**src/design/hwr_pkg.sv**
```systemverilog
// Purpose: Shared constants and types for the halt, wake-up and reset sequencer.
// Assumes: APB register map with one aligned 32-bit word per register.
// Notes:   Only the 1024-cycle start-up count comes from the device; the map is local.
package hwr_pkg;

	// Start-up delay in system clock pulses
	localparam int unsigned STARTUP_CYCLES = 1024;
	localparam int          CNT_W          = 11;
	localparam int          IRQ_N          = 3;
	localparam int          PORTA_W        = 8;

	// APB register byte offsets
	localparam logic [7:0] OFS_CTRL     = 8'h00;
	localparam logic [7:0] OFS_STATUS   = 8'h04;
	localparam logic [7:0] OFS_WAKEMASK = 8'h08;

	// Control register layout and reset value
	localparam int         CTRL_WDT_OSC_BIT = 0;
	localparam int         CTRL_WDT_EN_BIT  = 1;
	localparam logic [1:0] CTRL_RESET       = 2'h3;

	// Status register layout
	localparam int STS_PD_BIT    = 0;
	localparam int STS_TO_BIT    = 1;
	localparam int STS_STATE_LSB = 2;
	localparam int STS_CAUSE_LSB = 4;
	localparam int STS_RUN_BIT   = 7;

	// Sequencer states, Gray coded along reset, run, halt, wake
	typedef enum logic [1:0] {
		HWR_ST_RESET = 2'h0,
		HWR_ST_RUN   = 2'h1,
		HWR_ST_HALT  = 2'h3,
		HWR_ST_WAKE  = 2'h2
	} hwr_state_t;

	// Last reset or wake-up cause
	typedef enum logic [2:0] {
		HWR_CS_POWER = 3'h0,
		HWR_CS_EXT   = 3'h1,
		HWR_CS_WDT   = 3'h2,
		HWR_CS_IRQ   = 3'h3,
		HWR_CS_PORT  = 3'h4
	} hwr_cause_t;

	// Reset-cause flag pair as seen in the status register
	typedef struct packed {
		logic timeout_flag;
		logic powerdown_flag;
	} hwr_flags_t;

	localparam hwr_flags_t FLAGS_POWERUP = 2'h0;
	localparam hwr_flags_t FLAGS_EXT_HLT = 2'h1;
	localparam hwr_flags_t FLAGS_WDT_HLT = 2'h3;

endpackage

```
**src/design/hwr_halt_ctrl.sv**
```systemverilog
// Purpose: Halt entry, wake-up and reset sequencing with reset-cause flags.
// Assumes: All inputs synchronous to core_clk; core reports instructions as pulses.
// Notes:   core_clk models the always-on part; sys_osc_en_ff gates the real oscillator.
// What this block does
// [RULE1] Halt stops system oscillator, watchdog oscillator runs
// [RULE2] Halt keeps memory and registers unchanged
// [RULE3] Halt clears watchdog when on own oscillator
// [RULE4] Ports hold direction and level in halt
// [RULE5] Halt sets powerdown flag, clears timeout flag
// [RULE6] Exit on reset, interrupt, port edge, watchdog
// [RULE7] External reset full init; watchdog halt warm
// [RULE8] Powerdown flag: power-up/clear-watchdog clear, halt sets
// [RULE9] Each port A bit wake-up by mask
// [RULE10] Port wake-up resumes at next instruction
// [RULE11] Disabled or stack-full interrupt resumes next instruction
// [RULE12] Already pending interrupt cannot wake
// [RULE13] Wait 1024 clocks after every wake-up
// [RULE14] Interrupt serviced after delay; resume immediate
// [RULE15] Flag pair encodes the reset cause
// [RULE16] Start-up timer extends resets by 1024 clocks
// [RULE17] Chip reset initialises core, watchdog, ports
// [RULE18] Warm reset zeroes PC, sets both flags
// [RULE19] Running watchdog timeout: chip reset, timeout set
// [RULE20] Software idles pins before halt
// [RULE21] Instruction-clocked watchdog stops in halt
// [RULE22] Delay counter runs on restarted clock only
`timescale 1ns/1ns
module hwr_halt_ctrl
	import hwr_pkg::*;
#(
	parameter logic [PORTA_W-1:0] WAKE_MASK = 8'hFF,
	parameter int unsigned        STARTUP   = STARTUP_CYCLES
) (
	input  wire logic               core_clk,
	input  wire logic               rst,
	input  wire logic               psel,
	input  wire logic               penable,
	input  wire logic               pwrite,
	input  wire logic [7:0]         paddr,
	input  wire logic [31:0]        pwdata,
	output logic      [31:0]        prdata,
	output logic                    pready,
	output logic                    pslverr,
	input  wire logic               external_reset_pin_n,
	input  wire logic               halt_exec,
	input  wire logic               clear_watchdog_instruction,
	input  wire logic               watchdog_overflow,
	input  wire logic [IRQ_N-1:0]   irq_req,
	input  wire logic [IRQ_N-1:0]   irq_src_en,
	input  wire logic               irq_master_en,
	input  wire logic               stack_full,
	input  wire logic [PORTA_W-1:0] porta_in,
	output logic                    sys_osc_en_ff,
	output logic                    core_run_ff,
	output logic                    chip_reset_ff,
	output logic                    warm_reset_ff,
	output logic                    watchdog_clear_ff,
	output logic                    wdt_run_ff,
	output logic                    irq_take_ff,
	output logic                    halt_hold_ff,
	output hwr_flags_t              status_flags_ff
);

	localparam logic [CNT_W-1:0] DLY_LOAD = CNT_W'(STARTUP - 1);
	localparam logic [CNT_W-1:0] DLY_DONE = '0;

	hwr_state_t         state_ff;
	hwr_state_t         nxt_state;
	hwr_cause_t         cause_ff;
	hwr_cause_t         nxt_cause;
	hwr_flags_t         nxt_flags;
	logic [CNT_W-1:0]   dly_cnt_ff;
	logic [IRQ_N-1:0]   irq_pre_ff;
	logic [IRQ_N-1:0]   irq_woke_ff;
	logic [PORTA_W-1:0] porta_prev_ff;
	logic [1:0]         ctrl_ff;
	logic               load_cnt;
	logic               do_full;
	logic               do_warm;
	logic               do_wdt_clr;
	logic               do_take;
	logic               ext_low;
	logic               wdt_hit;
	logic               osc_sel;
	logic [IRQ_N-1:0]   irq_wake;
	logic [PORTA_W-1:0] porta_fall;
	logic [2:0]         rd_hit;
	logic               apb_done;

	// One-hot register decode shared by the read and write paths
	function automatic logic [2:0] reg_decode(input logic [7:0] addr);
		reg_decode = {addr == OFS_WAKEMASK, addr == OFS_STATUS, addr == OFS_CTRL};
	endfunction

	// Wake sources; a request pending at halt entry is masked out
	assign ext_low    = ~external_reset_pin_n;
	assign osc_sel    = ctrl_ff[CTRL_WDT_OSC_BIT];
	assign wdt_hit    = watchdog_overflow & ctrl_ff[CTRL_WDT_EN_BIT];
	assign irq_wake   = irq_req & ~irq_pre_ff; // RULE12
	assign porta_fall = porta_prev_ff & ~porta_in & WAKE_MASK; // RULE9
	assign rd_hit     = reg_decode(paddr);
	assign apb_done   = psel & penable & pready;

	// Sequencer decisions; reset pin beats watchdog beats interrupt beats port
	always_comb begin
		nxt_state  = state_ff;
		nxt_cause  = cause_ff;
		nxt_flags  = status_flags_ff;
		load_cnt   = 1'b0;
		do_full    = 1'b0;
		do_warm    = 1'b0;
		do_wdt_clr = 1'b0;
		do_take    = 1'b0;
		unique case (state_ff)
			HWR_ST_RESET: begin
				if (ext_low) begin
					load_cnt = 1'b1; // RULE16
				end else if (dly_cnt_ff == DLY_DONE) begin
					nxt_state = HWR_ST_RUN;
				end
			end
			HWR_ST_RUN: begin
				if (ext_low) begin
					nxt_state = HWR_ST_RESET; // RULE15
					nxt_cause = HWR_CS_EXT;
					load_cnt  = 1'b1;
					do_full   = 1'b1;
				end else if (wdt_hit) begin
					nxt_state              = HWR_ST_RESET; // RULE19
					nxt_cause              = HWR_CS_WDT;
					nxt_flags.timeout_flag = 1'b1;
					load_cnt               = 1'b1;
					do_full                = 1'b1;
				end else if (halt_exec) begin
					nxt_state  = HWR_ST_HALT;
					nxt_flags  = FLAGS_EXT_HLT; // RULE5 RULE8
					do_wdt_clr = osc_sel; // RULE3
				end else if (clear_watchdog_instruction) begin
					nxt_flags.powerdown_flag = 1'b0; // RULE8
					do_wdt_clr               = 1'b1;
				end
			end
			HWR_ST_HALT: begin
				if (ext_low) begin
					nxt_state = HWR_ST_RESET; // RULE6 RULE7
					nxt_cause = HWR_CS_EXT;
					nxt_flags = FLAGS_EXT_HLT; // RULE15
					load_cnt  = 1'b1;
					do_full   = 1'b1;
				end else if (wdt_hit && osc_sel) begin
					nxt_state = HWR_ST_WAKE; // RULE7 RULE21
					nxt_cause = HWR_CS_WDT;
					nxt_flags = FLAGS_WDT_HLT; // RULE18
					load_cnt  = 1'b1;
					do_warm   = 1'b1;
				end else if (|irq_wake) begin
					nxt_state = HWR_ST_WAKE; // RULE6
					nxt_cause = HWR_CS_IRQ;
					load_cnt  = 1'b1;
				end else if (|porta_fall) begin
					nxt_state = HWR_ST_WAKE; // RULE6
					nxt_cause = HWR_CS_PORT;
					load_cnt  = 1'b1;
				end
			end
			HWR_ST_WAKE: begin
				if (ext_low) begin
					nxt_state = HWR_ST_RESET;
					nxt_cause = HWR_CS_EXT;
					load_cnt  = 1'b1;
					do_full   = 1'b1;
				end else if (dly_cnt_ff == DLY_DONE) begin
					nxt_state = HWR_ST_RUN; // RULE10 RULE13
					// Vector only when enabled and the stack has room
					do_take = (cause_ff == HWR_CS_IRQ) && irq_master_en && // RULE11
					          (|(irq_woke_ff & irq_src_en)) && !stack_full;
				end
			end
		endcase
	end

	// State, cause and flags; power-up reads as flags 0,0
	always_ff @(posedge core_clk) begin
		if (rst) begin
			state_ff        <= HWR_ST_RESET;
			cause_ff        <= HWR_CS_POWER;
			status_flags_ff <= FLAGS_POWERUP; // RULE15
		end else begin
			state_ff        <= nxt_state;
			cause_ff        <= nxt_cause;
			status_flags_ff <= nxt_flags;
		end
	end

	// Dummy-period counter; frozen while the oscillator is stopped
	always_ff @(posedge core_clk) begin
		if (rst) begin
			dly_cnt_ff <= DLY_LOAD;
		end else if (load_cnt) begin
			dly_cnt_ff <= DLY_LOAD; // RULE13 RULE16
		end else if (sys_osc_en_ff && dly_cnt_ff != DLY_DONE) begin
			dly_cnt_ff <= dly_cnt_ff - 1'b1; // RULE22
		end
	end

	// Snapshot of pending requests at halt entry and of the waking ones
	always_ff @(posedge core_clk) begin
		if (rst) begin
			irq_pre_ff  <= '0;
			irq_woke_ff <= '0;
		end else begin
			if (state_ff == HWR_ST_RUN && nxt_state == HWR_ST_HALT) begin
				irq_pre_ff <= irq_req; // RULE12
			end
			if (state_ff == HWR_ST_HALT && nxt_cause == HWR_CS_IRQ) begin
				irq_woke_ff <= irq_wake;
			end
		end
	end

	// Port A history for falling-edge detection
	always_ff @(posedge core_clk) begin
		if (rst) begin
			porta_prev_ff <= '0;
		end else begin
			porta_prev_ff <= porta_in;
		end
	end

	// Control outputs, all registered from the next state, the sequencer decisions and the control bits
	always_ff @(posedge core_clk) begin
		if (rst) begin
			sys_osc_en_ff     <= 1'b1;
			core_run_ff       <= 1'b0;
			chip_reset_ff     <= 1'b1;
			warm_reset_ff     <= 1'b0;
			watchdog_clear_ff <= 1'b1;
			wdt_run_ff        <= 1'b0;
			irq_take_ff       <= 1'b0;
			halt_hold_ff      <= 1'b0;
		end else begin
			sys_osc_en_ff     <= nxt_state != HWR_ST_HALT; // RULE1
			core_run_ff       <= nxt_state == HWR_ST_RUN; // RULE14
			chip_reset_ff     <= nxt_state == HWR_ST_RESET; // RULE17
			warm_reset_ff     <= do_warm; // RULE18
			// Reset keeps the watchdog cleared; it counts once released
			watchdog_clear_ff <= do_wdt_clr | (nxt_state == HWR_ST_RESET); // RULE3 RULE17
			wdt_run_ff        <= ctrl_ff[CTRL_WDT_EN_BIT] &&
			                     !(nxt_state == HWR_ST_HALT && !osc_sel); // RULE21
			irq_take_ff       <= do_take; // RULE14
			// Core freezes its registers, RAM and port drivers on this
			halt_hold_ff      <= nxt_state == HWR_ST_HALT; // RULE2 RULE4
		end
	end

	// APB ready: one wait state keeps read data a straight register
	always_ff @(posedge core_clk) begin
		if (rst) begin
			pready <= 1'b0;
		end else begin
			pready <= psel & penable & ~pready;
		end
	end

	// APB read data and error for unmapped addresses
	always_ff @(posedge core_clk) begin
		if (rst) begin
			prdata  <= '0;
			pslverr <= 1'b0;
		end else if (psel && penable && !pready) begin
			pslverr <= ~|rd_hit;
			prdata  <= '0;
			if (!pwrite && rd_hit[0]) begin
				prdata <= 32'(ctrl_ff);
			end
			if (!pwrite && rd_hit[1]) begin
				prdata <= 32'({core_run_ff, cause_ff, state_ff, status_flags_ff});
			end
			if (!pwrite && rd_hit[2]) begin
				prdata <= 32'(WAKE_MASK);
			end
		end else begin
			pslverr <= 1'b0;
		end
	end

	// Control register write; watchdog source and enable
	always_ff @(posedge core_clk) begin
		if (rst) begin
			ctrl_ff <= CTRL_RESET;
		end else if (apb_done && pwrite && rd_hit[0]) begin
			ctrl_ff <= pwdata[1:0];
		end
	end
endmodule

```
**config.mk**
```make
export PLATFORM = sky130hd
export DESIGN_NAME = hwr_halt_ctrl
export DESIGN_NICKNAME = d
export VERILOG_FILES = /design/src/design/hwr_pkg.sv /design/src/design/hwr_halt_ctrl.sv
export SDC_FILE = /design/constraint.sdc
export NUM_CORES = 1
export LEC_CHECK = 0
export BUFFER_PORTS_ARGS = -buffer_cell sky130_fd_sc_hd__buf_4
export CAP_MARGIN = 15
export CORE_ASPECT_RATIO = 0.75
export CORE_MARGIN = 1
export CORE_UTILIZATION = 51
export DETAILED_ROUTE_END_ITERATION = 10
export PLACE_DENSITY = 0.85
export SYNTH_ARGS = -nofsm -noshare
export SYNTH_HDL_FRONTEND = slang
export SYNTH_SLANG_ARGS = --single-unit
```
**constraint.sdc**
```tcl
create_clock -name core_clk -period 3.65 [get_ports core_clk]
set_clock_uncertainty 0.05 [all_clocks]
set_input_delay 0.365 -clock core_clk [delete_from_list [all_inputs] [get_ports core_clk]]
set_output_delay 0.365 -clock core_clk [all_outputs]
set_load 0.02 [all_outputs]
```
==> results.py <==
metrics = {
    "layout": {
        "fin_util_pct": 63.6,
        "nNetsFinal": 405,
        "design_area_sq_um": 2890,
        "finalNonFillerCells": 396,
        "drive_gt1_share_pct": 22.1,
        "n_antenna_cell": 0,
        "fill_cells": 384,
        "final_common_cell": "buf_4",
        "layout_common_cells": "buf_4 (55), dfxtp_1 (52), nand2_1 (28)",
        "areaGrowthSynthToFinish_pct": 17.5,
    },
    "power": {
        "leakagePower_nw": 1.22,
        "p_per_area_nw_per_um2": 363,
        "peakVddDrop_uv": 259,
    },
    "timing": {
        "fin_tns_setup_ps": 0,
        "setup_violations": 0,
        "hold_ws_ps": 226,
        "maxSlewViolCount": 0,
        "period_share_pct": 68.4,
        "rsz0062_at_grt": "no",
        "tightest_slew_ps": 971,
        "relSlewSlack_pct": 35.1,
        "post-route-min-period_ps": 2500,
        "hold_viol": 0,
        "clock.fmax_mhz": 401,
    },
    "clock_tree": {
        "cts_made_buffers": 5,
        "clk_pin_slew_ps": 90,
        "cts_tree": "done",
        "postCtsSetupRepairBufs": 0,
        "htree_levels": 2,
        "cts-hold-fix-buffers": 0,
        "clk_path_buf_depth": 2,
        "insertion_delay_ps": 300,
        "cts_root_buf": "clkbuf_8",
        "cts_resized": 0,
        "cts_sinks": 52,
    },
    "floorplanning": {
        "die_w_microns": 82.2,
        "dieArea_sq_um": 5110,
        "rows": 21,
        "fp.dieH_microns": 62.1,
        "start_util_pct": 54.1,
        "core-area_sq_um": 4550,
        "boundaryPins": 109,
    },
    "route": {
        "drt_iter0_markers": 96,
        "drtAntennaViolNets": 0,
        "via_count": 2075,
        "wl_mm": 5.05,
        "viasPerCell": 5.24,
        "wl_per_cell_microns": 12.8,
        "drc": 0,
        "firstDrtPassIters": 4,
    },
    "worst_setup_path": {
        "cp_max_fo": 7,
        "crit_path_start_kind": "flip-flop",
        "endpoint_kind": "flip-flop",
        "crit_arrival_ps": 2640,
        "worst_path_dominant_cell_family": "simple AND/OR/NAND/NOR gates",
        "crit_type": "reg2reg",
        "rr_startpoint": "dly_cnt_ff[0]",
        "worstPathCellList": "inv_1 > ha_1 > or4b_2 > or4_4 > nand2b_4 > clkinv_2 > nor3_2 > a221o_1",
        "reg2reg_depth": 8,
        "crit_cells": 8,
        "cp-startpoint": "dly_cnt_ff[0]",
        "required_ps": 3790,
        "crit_buf_inv": 2,
        "critPathSlowestCell": "or4b_2",
        "max_stage_delay_ps": 580,
    },
    "hold_path": {
        "whs_path_depth": 2,
        "min_from": "porta_in[3]",
        "hp-class": "in2reg",
    },
    "synth": {
        "synth_cells": 290,
        "synth_top_family_by_area": "simple AND/OR/NAND/NOR gates",
        "ys_ff_latch": 52,
        "synth-edff-count": 0,
        "synth-compound-area-share_pct": 16.5,
        "seq_area_frac_synth_pct": 42.3,
        "synth_fa_ha_area_share_pct": 1.02,
        "synthXorXnorAreaFrac_pct": 2.85,
        "avgSynthCellArea_sq_um": 8.48,
        "synth-simple-area-share_pct": 23.8,
        "async_flop_share_pct": 0,
        "synth_cell_types": 51,
        "synthMuxAreaShare_pct": 2.19,
        "dominantRegCellSynth": "dfxtp_1",
        "yosysWarnings": 0,
        "syn-cell-area_sq_um": 2460,
    },
    "grt": {
        "grt_max_degree": 30,
        "grt_pass1_wl_mm": 8.52,
        "grt_usage_pct": 21.4,
        "antenna_found_initial": 0,
        "grt_pass1_vias": 1863,
        "grt-ovfl-total": 0,
    },
    "job": {
        "drv_cap": 0,
    },
    "placed_design": {
        "placed_area_sq_um": 2790,
        "place.gp.congestion": 0.915,
        "io_buffers": 54,
        "placed_cells": 388,
        "dp_hpwl_mm": 3.76,
    },
    "status": {
        "status": "complete, no violations",
    },
}
## registers in the layout, indices dropped and copies added (netlist names), 2 cells and up
name / cells
cause_ff: 3
ctrl_ff: 2
dly_cnt_ff: 11
irq_pre_ff: 3
irq_woke_ff: 3
porta_prev_ff: 8
prdata: 8
state_ff: 2
status_flags_ff: 2
## stage by stage
stage	power [W]	setup slack [ps]
after floorplan	0.000690	1260
after global placement	0.000719	1180
after detailed placement	0.000721	1150
after CTS	0.00106	1140
after global routing	0.00110	1060
final	0.00105	1150
## cell usage after synthesis (6+ instances only)
master	number	area (sq um)
o21ai_0	19	95.1
a21oi_1	23	115
nand3_1	9	45.0
xnor2_1	6	52.6
nor2b_1	15	93.8
clkbuf_1	8	30.0
dfxtp_1	52	1040
buf_4	24	180
inv_1	9	33.8
nor3_1	11	55.1
nand2_1	28	105
nor2_1	20	75.1
## per-layer routing
| metal | part of all wire [%] | global-route usage, % |
|---|---|---|
| met5 | 0 | 0 |
| met2 | 46 | 32.5 |
| met4 | 0.65 | 5.70 |
| met3 | 4.9 | 5.00 |
| met1 | 48 | 30.0 |
## layout make-up
class	count	area, sq um	share of cell area, %
multi-input cells	214	1230	42.5
inverters	10	38.8	1.34
well taps	57	71.3	2.47
repair buffers	55	413	14.3
clock inverters	2	15.0	0.519
clock buffers	6	82.6	2.86
flip-flops and latches	52	1040	36.0
## path summary, 6_finish.rpt
check / endpoint / slack, ps
setup / recovery: watchdog_clear_ff / 1150
setup reg to reg: watchdog_clear_ff / 1150
hold / removal: porta_prev_ff[3] / 230
hold reg to reg: irq_pre_ff[0] / 410
## worst register-to-register path: cells and delay by family (launching register included)
kind / cells / cell delay (ps)
AO/OA/AOI/OAI: 1 / 410
adder cells (fa/ha/maj): 1 / 150
buffers and inverters: 2 / 150
flip-flops: 1 / 320
AND/OR/NAND/NOR: 4 / 1310
## where the power goes
part / switching (W) / total (W) / internal [W]
clock: 0.000188 / 0.000342 / 0.000154
combinational: 0.0000753 / 0.000125 / 0.0000495
sequential: 0.00000501 / 0.000584 / 0.000579
## kinds of logic (layout without fill, tap and decap cells)
| logic type | Yosys count | count (layout) |
|---|---|---|
| xor gates and xnor gates | 8 | 8 |
| muxes | 5 | 5 |
| buffers and inverters | 47 | 73 |
| adders and majority gates | 2 | 2 |
| DFF | 52 | 52 |
| and+or+nand+nor | 112 | 112 |
| other | 1 | 24 |
| AOI/OAI and AO/OA | 63 | 63 |
(Power assumes the default switching activity.)
